--- src/swgc_cfg.svh ---
`ifndef SWGC_CFG_SVH
`define SWGC_CFG_SVH

// ****************************************************************
// Register offsets
// ****************************************************************
`define SWGC_A_STORM_CLASS 8'h04
`define SWGC_A_MIRROR      8'h05
`define SWGC_A_UPLINK      8'h06
`define SWGC_A_RATE_LO     8'h07
`define SWGC_A_CNT_CTL     8'h08

// ****************************************************************
// Field positions
// ****************************************************************
`define SWGC_B_MC_DIS      6
`define SWGC_B_MIR_SEL     0
`define SWGC_B_UP_BP       7
`define SWGC_B_UP_HDX      6
`define SWGC_B_UP_FC       5
`define SWGC_B_UP_SPD10    4
`define SWGC_B_NULL_VID    3
`define SWGC_B_RATE_HI_MSB 2
`define SWGC_B_FLUSH       7
`define SWGC_B_FREEZE      6
`define SWGC_B_EN_MSB      4
`define SWGC_B_CNT_RSV     5
`define SWGC_B_EN_RSV      3
`define SWGC_EN_MASK       5'h17

// ****************************************************************
// Reset values
// ****************************************************************
`define SWGC_RST_MC_DIS    1'h1
`define SWGC_RST_RATE_HI   3'h0
`define SWGC_RST_RATE_LO   8'h4A
`define SWGC_NULL_VID      12'h000

// ****************************************************************
// Timing
// ****************************************************************
`define SWGC_CLK_KHZ       40000
`define SWGC_WIN100_MS     50
`define SWGC_WIN10_MS      500

`endif

--- src/swgc_pkg.sv ---
package swgc_pkg;

  typedef struct packed {
    logic       mc_dis;
    logic       mir_sel;
    logic       up_bp;
    logic       up_hdx;
    logic       up_fc;
    logic       up_spd10;
    logic       null_en;
    logic [2:0] rate_hi;
    logic [7:0] rate_lo;
    logic       flush;
    logic       freeze;
    logic [4:0] cnt_en;
  } swgc_regs_t;

endpackage

--- src/swgc_regs.sv ---
// Strobed register access is this design's own decision.
`timescale 1ns/10ps
`include "swgc_cfg.svh"

// Overview of operation
// - Mirror select set: mirror only when source and destination both monitored.
// - Mirror select clear: mirror when source or destination is monitored.
// - Mirror select resets to zero, giving source-or-destination mirroring by default.
// - Uplink bit 7 enables half-duplex back pressure; resets to zero.
// - Uplink bit 6 picks half duplex when set, full duplex when clear.
// - Uplink bit 5 enables full-duplex flow control; resets to zero.
// - Uplink bit 4 selects 10 Mbps when set, 100 Mbps when clear.
// - Null-VLAN_IDENTIFIER bit set replaces a zero tag identifier by the port default.
// - Storm limit is 11 bits: uplink bits 2..0 high, next register low.
// - Storm window lasts 50 ms at 100 Mbps, 500 ms at 10 Mbps.
// - Low storm-rate register resets to 4A, high rate bits to zero.
// - Writing flush clears statistics counters of every enabled port.
// - Flush bit reads one while running and clears itself when done.
// - Freeze bit stops counting on enabled ports until it is cleared.
// - Enable bits 0,1,2 serve ports 1..3, bit 4 uplink, bit 3 reserved.
// - Ports with enable clear ignore flush and freeze; enables reset to zero.
// - Separate bit chooses broadcast-only or broadcast plus multicast regulation.
module swgc_regs
#(
  parameter int WIN_CYC = `SWGC_WIN100_MS * `SWGC_CLK_KHZ,
  parameter int LIM_W   = 11
)
(
  // Clock and reset
  input  wire logic        clk,
  input  wire logic        rst_b,
  // Register port
  input  wire logic [7:0]  addr,
  input  wire logic [7:0]  wdata,
  input  wire logic        wr,
  input  wire logic        rd,
  output logic      [7:0]  rdata,
  // Mirror decision
  input  wire logic        mir_valid,
  input  wire logic        mir_src_mon,
  input  wire logic        mir_dst_mon,
  output logic             mir_hit_valid,
  output logic             mir_hit,
  // Uplink switch port settings
  output logic             up_bp_en,
  output logic             up_half_duplex,
  output logic             up_fc_en,
  output logic             up_speed_10m,
  // Null vlan_identifier replacement
  input  wire logic        tag_valid,
  input  wire logic [11:0] tag_vlan_identifier,
  input  wire logic [11:0] port_vlan_identifier,
  output logic             vid_out_valid,
  output logic      [11:0] vid_out,
  // Storm protection, index 3 is the uplink_switch_port
  input  wire logic [2:0]  port_speed_10m,
  input  wire logic [3:0]  rx_blk,
  input  wire logic [3:0]  rx_da_bcast,
  input  wire logic [3:0]  rx_da_mcast,
  output logic      [3:0]  storm_drop,
  // Statistics counter control
  output logic      [3:0]  stat_flush_req,
  input  wire logic        stat_flush_done,
  output logic      [3:0]  stat_freeze
);

  localparam int WIN_W = $clog2(WIN_CYC + 1);

  typedef struct packed {
    swgc_pkg::swgc_regs_t r;
    logic [WIN_W-1:0]     win;
    logic [7:0]           rdata;
    logic                 mir_vld;
    logic                 mir_hit;
    logic                 vid_vld;
    logic [11:0]          vlan_identifier;
  } swgc_st_t;

  swgc_st_t         st_q;
  swgc_st_t         st_d;
  logic             win_tick;
  logic [3:0]       en4;
  logic [3:0]       spd4;
  logic [3:0]       blk_reg;
  logic [LIM_W-1:0] limit;

  generate
    if (WIN_CYC < 2 || LIM_W != 11)
    begin : g_chk
      $error("swgc_regs: bad parameter");
    end
  endgenerate

  // ****************************************************************
  // Derived controls
  // ****************************************************************
  assign en4   = {st_q.r.cnt_en[4], st_q.r.cnt_en[2:0]};
  assign spd4  = {st_q.r.up_spd10, port_speed_10m};
  assign limit = {st_q.r.rate_hi, st_q.r.rate_lo};
  assign win_tick = (st_q.win == WIN_W'(WIN_CYC - 1));

  // Multicast counts only while the class bit allows it
  assign blk_reg = rx_da_bcast | (rx_da_mcast & {4{~st_q.r.mc_dis}});

  // ****************************************************************
  // Next state
  // ****************************************************************
  always_comb
  begin
    st_d = st_q;
    st_d.rdata = 8'h00;
    st_d.win = win_tick ? '0 : st_q.win + WIN_W'(1);

    // Mirror decision, one cycle after the request
    st_d.mir_vld = mir_valid;
    if (st_q.r.mir_sel)
    begin
      st_d.mir_hit = mir_valid && mir_src_mon && mir_dst_mon;
    end
    else
    begin
      st_d.mir_hit = mir_valid && (mir_src_mon || mir_dst_mon);
    end

    // Tag identifier passes or takes the port default
    st_d.vid_vld = tag_valid;
    if (tag_valid)
    begin
      if (st_q.r.null_en && tag_vlan_identifier == `SWGC_NULL_VID)
      begin
        st_d.vlan_identifier = port_vlan_identifier;
      end
      else
      begin
        st_d.vlan_identifier = tag_vlan_identifier;
      end
    end

    // Flush finishes on the counter store's answer, or next cycle with no port enabled
    if (st_q.r.flush && (stat_flush_done || en4 == 4'h0))
    begin
      st_d.r.flush = 1'b0;
    end

    if (wr)
    begin
      case (addr)
        `SWGC_A_STORM_CLASS:
        begin
          st_d.r.mc_dis = wdata[`SWGC_B_MC_DIS];
        end
        `SWGC_A_MIRROR:
        begin
          st_d.r.mir_sel = wdata[`SWGC_B_MIR_SEL];
        end
        `SWGC_A_UPLINK:
        begin
          st_d.r.up_bp    = wdata[`SWGC_B_UP_BP];
          st_d.r.up_hdx   = wdata[`SWGC_B_UP_HDX];
          st_d.r.up_fc    = wdata[`SWGC_B_UP_FC];
          st_d.r.up_spd10 = wdata[`SWGC_B_UP_SPD10];
          st_d.r.null_en  = wdata[`SWGC_B_NULL_VID];
          st_d.r.rate_hi  = wdata[`SWGC_B_RATE_HI_MSB:0];
        end
        `SWGC_A_RATE_LO:
        begin
          st_d.r.rate_lo = wdata;
        end
        `SWGC_A_CNT_CTL:
        begin
          // A running flush cannot be cancelled by writing zero
          st_d.r.flush  = st_d.r.flush | wdata[`SWGC_B_FLUSH];
          st_d.r.freeze = wdata[`SWGC_B_FREEZE];
          st_d.r.cnt_en = wdata[`SWGC_B_EN_MSB:0] & `SWGC_EN_MASK;
        end
        default:
        begin
          st_d.r = st_d.r;
        end
      endcase
    end

    if (rd)
    begin
      case (addr)
        `SWGC_A_STORM_CLASS:
        begin
          st_d.rdata[`SWGC_B_MC_DIS] = st_q.r.mc_dis;
        end
        `SWGC_A_MIRROR:
        begin
          st_d.rdata[`SWGC_B_MIR_SEL] = st_q.r.mir_sel;
        end
        `SWGC_A_UPLINK:
        begin
          st_d.rdata = {st_q.r.up_bp, st_q.r.up_hdx, st_q.r.up_fc,
                        st_q.r.up_spd10, st_q.r.null_en, st_q.r.rate_hi};
        end
        `SWGC_A_RATE_LO:
        begin
          st_d.rdata = st_q.r.rate_lo;
        end
        `SWGC_A_CNT_CTL:
        begin
          st_d.rdata = {st_q.r.flush, st_q.r.freeze, 1'b0,
                        st_q.r.cnt_en};
        end
        default:
        begin
          // Unmapped and foreign offsets read zero
          st_d.rdata = 8'h00;
        end
      endcase
    end
  end

  // ****************************************************************
  // State register
  // ****************************************************************
  always_ff @(posedge clk)
  begin
    if (!rst_b)
    begin
      st_q           <= '0;
      st_q.r.mc_dis  <= `SWGC_RST_MC_DIS;
      st_q.r.rate_hi <= `SWGC_RST_RATE_HI;
      st_q.r.rate_lo <= `SWGC_RST_RATE_LO;
    end
    else
    begin
      st_q <= st_d;
    end
  end

  // ****************************************************************
  // Outputs
  // ****************************************************************
  assign rdata          = st_q.rdata;
  assign mir_hit_valid  = st_q.mir_vld;
  assign mir_hit        = st_q.mir_hit;
  assign up_bp_en       = st_q.r.up_bp;
  assign up_half_duplex = st_q.r.up_hdx;
  assign up_fc_en       = st_q.r.up_fc;
  assign up_speed_10m   = st_q.r.up_spd10;
  assign vid_out_valid  = st_q.vid_vld;
  assign vid_out        = st_q.vlan_identifier;
  assign stat_flush_req = {4{st_q.r.flush}} & en4;
  assign stat_freeze    = {4{st_q.r.freeze}} & en4;

  // ****************************************************************
  // Storm counters, one per input port
  // ****************************************************************
  genvar gp;
  generate
    for (gp = 0; gp < 4; gp++)
    begin : g_port
      swgc_storm_port
      #(
        .LIM_W (LIM_W)
      )
      u_storm
      (
        .clk      (clk),
        .rst_b    (rst_b),
        .win_tick (win_tick),
        .spd10    (spd4[gp]),
        .limit    (limit),
        .blk      (rx_blk[gp]),
        .blk_reg  (blk_reg[gp]),
        .drop     (storm_drop[gp])
      );
    end
  endgenerate
endmodule

--- src/swgc_storm_port.sv ---
`timescale 1ns/10ps
`include "swgc_cfg.svh"

module swgc_storm_port
#(
  parameter int LIM_W    = 11,
  parameter int WIN_MULT = `SWGC_WIN10_MS / `SWGC_WIN100_MS
)
(
  // Clock and reset
  input  wire logic             clk,
  input  wire logic             rst_b,
  // Window base tick and port speed
  input  wire logic             win_tick,
  input  wire logic             spd10,
  // Limit and traffic
  input  wire logic [LIM_W-1:0] limit,
  input  wire logic             blk,
  input  wire logic             blk_reg,
  // Discard indication
  output logic                  drop
);

  localparam int DIV_W = $clog2(WIN_MULT + 1);

  typedef struct packed {
    logic [LIM_W-1:0] cnt;
    logic [DIV_W-1:0] div;
  } swgc_sp_st_t;

  swgc_sp_st_t st_q;
  swgc_sp_st_t st_d;
  logic        win_end;

  generate
    if (WIN_MULT < 1 || LIM_W < 1)
    begin : g_chk
      $error("swgc_storm_port: bad parameter");
    end
  endgenerate

  // ****************************************************************
  // Window and block count
  // ****************************************************************
  // Slow ports stretch the base window by the speed ratio
  assign win_end = win_tick &&
                   (!spd10 || st_q.div == DIV_W'(WIN_MULT - 1));

  always_comb
  begin
    st_d = st_q;
    if (win_tick)
    begin
      st_d.div = win_end ? '0 : st_q.div + DIV_W'(1);
    end
    if (win_end)
    begin
      st_d.cnt = '0;
    end
    else if (blk && blk_reg && st_q.cnt < limit)
    begin
      st_d.cnt = st_q.cnt + LIM_W'(1);
    end
  end

  always_ff @(posedge clk)
  begin
    if (!rst_b)
    begin
      st_q <= '0;
    end
    else
    begin
      st_q <= st_d;
    end
  end

  // Saturated count means the window budget is spent
  assign drop = (st_q.cnt >= limit);
endmodule

--- config.mk ---
export PLATFORM = sky130hd
export DESIGN_NAME = swgc_regs
export DESIGN_NICKNAME = d
export VERILOG_FILES = /design/src/swgc_pkg.sv /design/src/swgc_regs.sv /design/src/swgc_storm_port.sv
export VERILOG_INCLUDE_DIRS = /design/src
export SDC_FILE = /design/constraint.sdc
export NUM_CORES = 1
export LEC_CHECK = 0
export BUFFER_PORTS_ARGS = -buffer_cell sky130_fd_sc_hd__clkbuf_2
export CAP_MARGIN = 15
export CORE_MARGIN = 4
export CORE_UTILIZATION = 58
export DETAILED_ROUTE_END_ITERATION = 8
export MAX_ROUTING_LAYER = met4
export PLACE_DENSITY = 0.88
export SYNTH_ARGS = -nofsm -noshare
export SYNTH_HDL_FRONTEND = slang
export SYNTH_SLANG_ARGS = --single-unit
--- constraint.sdc ---
create_clock -name clk -period 2.69 [get_ports clk]
set_clock_uncertainty 0.1 [all_clocks]
set_input_delay 0.1345 -clock clk [delete_from_list [all_inputs] [get_ports clk]]
set_output_delay 0.1345 -clock clk [all_outputs]
set_load 0.02 [all_outputs]
# Yosys cells after proc, flatten, opt, wreduce, memory -nomap -nowiden
# Cells that the tools add are included.
# Widths: inputs -> output; s select.
# word_totals
input_bits,64
n_memories,0
mem_bits_ro,0
word_cells,113
ramBits,0
out_inout_bits,39
ff_bits,128
latchBits,0
# op_classes
shift,0
bitwise_logic,7
multipliers,0
div,0
n_reduce_logical,40
magnitude_cmp,8
addsub,9
muxes,13
n_eq_ne,10
# ops
cell,n
$add 11x1->11 const B,4
$ge 11x11->1,4
$lt 11x11->1,4
$eq 8x3->1 const B,4
$add 21x1->21 const B,1
$eq 21x21->1 const B,1
$logic_and 1x1->1,17
$add 4x1->4 const B,4
$eq 4x4->1 const B,4
$mux 4,4
$pmux 5 s3,1
$mux 7,2
$and 4x4->4,3
$logic_not 12->1,1
$mux 12,1
$reduce_and 2->1,6
$reduce_or 2->1,5
$eq 8x4->1 const B,1
$pmux 1 s4,2
$logic_or 1x1->1,6
$logic_not 1->1,4
$logic_not 4->1,1
$or 4x4->4,1
$pmux 1 s3,1
3 further kinds,5

# Depth between registers and ports, before layout
# depth
word_depth,7
mapped_depth,10
depth_no_buf,7

# Hierarchy
# A second synthesis with hierarchy kept.
# hier_totals
hier_cells,834
area_unflattened_um2,7340.8
# modules_own_cells
module,seq_area_each_um2,cells_each,area_each_um2,n_inst
swgc_storm_port,300.3,127,1042.2,4
swgc_regs,1361.3,326,3171.8,1

# Least setup slack after synthesis
# Ideal clock, no wire load.
# synth_timing
kind,register to register
from,register st_q (netlist bit limit[8])
to,register g_port[1].u_storm.st_q[13] (netlist bit)
stages_incl_launch_ff,9
period_less_slack_ns,2.329
required_time_ns,2.520
setup_slack_ns,0.361
t_arrival_ns,2.160
setup_ns,0.070
path_cell_list,dfxtp_1 > inv_1 > ha_1 > a211oi_1 > o221ai_1 > a211o_1 > clkbuf_1 > or4_1 > a21oi_1
# synth_between
elab_chain_cells,2
# synth_rtl
element,line,source
"start, declared",swgc_regs.sv:79,swgc_st_t st_q;
"start signal, assigned",swgc_regs.sv:231,st_q <= st_d;
$lt 11x11->1,swgc_storm_port.sv:60,else if (blk && blk_reg && st_q.cnt < limit)
$logic_and 1x1->1,swgc_storm_port.sv:60,
"end signal, assigned",swgc_storm_port.sv:74,st_q <= st_d;
"end, declared",swgc_storm_port.sv:31,swgc_sp_st_t st_q;
# Every way passes these cells.
# A chain may end at the register's enable or synchronous reset.

# Worst setup path after layout
# layout_timing
from,input tag_vlan_identifier[7]
to,register st_q (netlist bit vid_out[10])
# layout_between
elab_chain_cells,3
# layout_rtl
element,line,source
"start, declared",swgc_regs.sv:51,"input wire logic [11:0] tag_vlan_identifier,"
$logic_not 12->1 (no line),--,
$logic_and 1x1->1 (no line),--,
$mux 12,swgc_regs.sv:129,if (st_q.r.null_en && tag_vlan_identifier == `SWGC_NULL_VID)
# Every way passes these cells.

==> impl_results.md <==
- Status: completed
- Worst-path clk slew: roughly 70 ps
- Syn Inst Count: 846
- Via count: 7264
- Reg2reg path depth: 6
- Stages on worst setup path: 8
- Tot GR Track Use: 0.306
- Synthesized flop and latch total: around 130
- WP data required: approximately 3000 ps
- Maximum number of pins on one net before global-route repair: 30
- Clock sink count: 128
- Post-Syn Area per Cell: about 8.4 µm²
- Global-route wire length before repair: between 30000 and 40000 µm
- Slowest CP cell: dlygate4sd3_1
- Routed Wire Length: ~21000 µm
- Die footprint: about 14000 µm²
- Vias in the first global route: 6810
- Total Power: around 0.0047 W
- Hold Path Depth: 4
- RSZ-0062 raised after global routing: yes
- Slew @ Worst Pin: 768 ps
- Nets: 1092
- CP Launch Type: input pin
- CTS tree: yes
- Die height: about 120 µm
- Critical Path End Type: flip-flop
- Synthesized area: between 7000 and 8000 µm²
- Unique cell type count in the Yosys netlist: 57
- GRT busiest layer: met2
- WL per Instance: 18.7 µm
- Vias per cell: 6.41
- Area Growth Syn to Fin: 22.4%
- Final setup violating endpoints: 0
- Hold slack: 29.7 ps
- Drt drc: 0
- Crit path time final: 2690 ps
- Syn_nets: between 900 and 1000
- Clk root buf: clkbuf_16
- Ports: between 100 and 150
- Number of synthesized flops with an enable pin: 0
- CP bufs+invs: 3
- Antenna viol nets, final: 0
- CP delay by family, top: buffers and inverters
- Initial antenna violation count: 1
- Core region area: 12000 µm²
- Post-place setup slack: around 58 ps
- M1 GR Usage: 0.346
- Initial DRC count: slightly above 900
- GRT overflow: 0
- Peak VDD IR: about 0.41 mV
- Met2 GRT Util: 0.496
- PD cells: 543 nW/µm²
- Critical path class: in2reg
- Post-route cell area: roughly 8700 µm²
- Initial DRT Pass Iterations: 6
- Worst skew pair latency: approximately 440 ps
- Final period utilization: 0.999
- CP Max Fanout: 11
- Post-place instance area: 7600 µm²
- Num CTS Buffers: 17
- Max-slew violations: 0
- Initial core utilization: 0.592
- Worst path cell trace: dlygate4sd3_1 -> clkbuf_2 -> nor4_1 -> nand3_1 -> nor2_2 -> a21oi_1 -> dlygate4sd3_1 -> a21oi_1
- Worst EP arrival: between 2000 and 3000 ps
- Main flop type after synthesis: dfxtp_1
- Final Hold Viols: 0
- Max-cap violations: 0
- Achievable frequency: ~370 MHz
- Met3 usage: 0.0775
- Synth warnings: 0
- Async SR Flop Fraction: 0
- Worst-case clock buffer depth: 2
- Rel. slew slack: 0.484
- Min-Delay Path Class: in2reg
- Share of cells above drive strength 1: 0.170
- Row count: 40
- Post-synthesis sequential area ratio: 0.360
- Post-DP HPWL: roughly 13000 µm
- Port Buffers: between 100 and 150
- CP peak stage delay: around 600 ps
- P_leak: approximately 3.4 nW
- GPL Wtd Cong: roughly 0.9
- Final worst-path setup slack: 2.26 ps
- CTS H-tree lvls: 4
- Die Width: between 100 and 150 µm
-- cell type report --
class	instances	area, µm²
multi-input combinational	639	4190
fill	823	3300
sequential	128	2560
timing repair buffer	159	1040
clock buffer	20	447
clock inverter	12	184
tap	147	184
inverter	26	97.6
antenna	3	7.51
-- where the power goes --
| part | total [W] | switching (W) | internal, W |
|---|---|---|---|
| sequential | 0.00194 | 0.0000217 | 0.00192 |
| combinational | 0.000301 | 0.000173 | 0.000128 |
| clock | 0.00249 | 0.000907 | 0.00158 |
-- worst paths after layout --
kind,from,slack (ps),endpoint
worst max-delay path,tag_vlan_identifier[7],2,vid_out[10]$_SDFFE_PN0P_
worst min-delay path,rx_blk[0],30,g_port[0].u_storm.st_q[5]$_SDFFE_PP0P_
worst max register to register,st_q[62]$_SDFFE_PN0P_,40,vid_out[10]$_SDFFE_PN0P_
worst min register to register,st_q[23]$_SDFF_PP0_,350,st_q[23]$_SDFF_PP0_
-- cell usage after synthesis (7+ instances only) --
cell,count,area share
o31ai_1,20,0.021
and2_1,12,0.011
o21a_1,7,0.0074
nand4_1,15,0.013
buf_2,11,0.0077
o211ai_1,12,0.013
xnor2_1,7,0.0086
nor4_1,10,0.0088
nand2_1,75,0.040
ha_1,57,0.10
a211oi_1,8,0.0084
and3_1,12,0.011
a21oi_1,95,0.067
o21ai_0,37,0.026
clkbuf_1,17,0.0090
buf_4,25,0.026
or4_1,25,0.026
inv_1,26,0.014
nand3_1,67,0.047
xor2_1,24,0.030
or3_1,18,0.016
dfxtp_1,128,0.36
nor2_1,56,0.030
-- flip-flops by register name, indices dropped and copies added (netlist names) --
| register | cells |
|---|---|
| g_port.u_storm.st_q | 60 |
| st_q | 26 |
| vid_out | 12 |
| limit | 11 |
| rdata | 8 |
| en4 | 4 |
| mir_hit | 1 |
| mir_hit_valid | 1 |
| up_bp_en | 1 |
| up_fc_en | 1 |
| up_half_duplex | 1 |
| up_speed_10m | 1 |
| vid_out_valid | 1 |
-- cells by family after synthesis --
family          share of synthesized area
flops                               0.360
xor+xnor                           0.0382
buf+inv                            0.0573
mux                               0.00563
compound gates                      0.191
fa+ha+maj                           0.100
simple gates                        0.248
-- tightest hold or removal path, delay by kind of cell --
| family | cells | cell delay [ps] |
|---|---|---|
| AND/OR/NAND/NOR | 1 | 70 |
| AO/OA/AOI/OAI | 2 | 190 |
| buffers and inverters | 1 | 100 |
-- cells in the final DEF (no fill, tap or decap), types with 5 or more instances in the layout --
cell type,netlist,routed
xnor2_1,7,7
a21o_1,6,6
nor2_1,56,55
nand3b_1,6,6
and3_1,12,12
o21a_1,7,7
nor4_1,10,10
nand2_1,75,75
ha_1,57,57
a211oi_1,8,7
o21ai_0,37,37
nand4_1,15,15
or3_1,18,17
dlygate4sd3_1,0,41
nor2b_1,5,5
o31ai_1,20,20
xor2_1,24,24
a21oi_1,95,95
dfxtp_1,128,128
clkbuf_16,0,17
and2_1,12,12
o2111ai_1,5,5
or4_1,25,25
buf_4,25,17
o211ai_1,12,12
clkbuf_2,0,101
a222oi_1,6,6
nand3_1,67,67
inv_1,26,25
-- metrics by stage --
step	utilization	TNS, ps	instances
floorplan	-	0	846
global placement	0.633	0	1055
detailed placement	0.633	0	1055
CTS	0.720	0	1128
global route	0.725	-25.4	1132
finish	0.725	0	1134
-- per-layer routing --
metal | up-vias | part of all wire | wire length (µm)
li1 | 3375 | - | -
met1 | 3354 | 0.38 | 8090
met2 | 411 | 0.48 | 10200
met3 | 124 | 0.075 | 1600
met4 | 0 | 0.061 | 1290
met5 | - | 0 | 0
-- timing repair --
action,4_1_cts,5_1_grt
hold buffers,41,0
gates resized for setup,1,10
pin swaps,0,3
cloned,0,1
endpoints found under the setup margin,1,27
buffers inserted,0,2
hold endpoints to repair,43,0
Note: power is estimated with default switching activity, not from simulation.
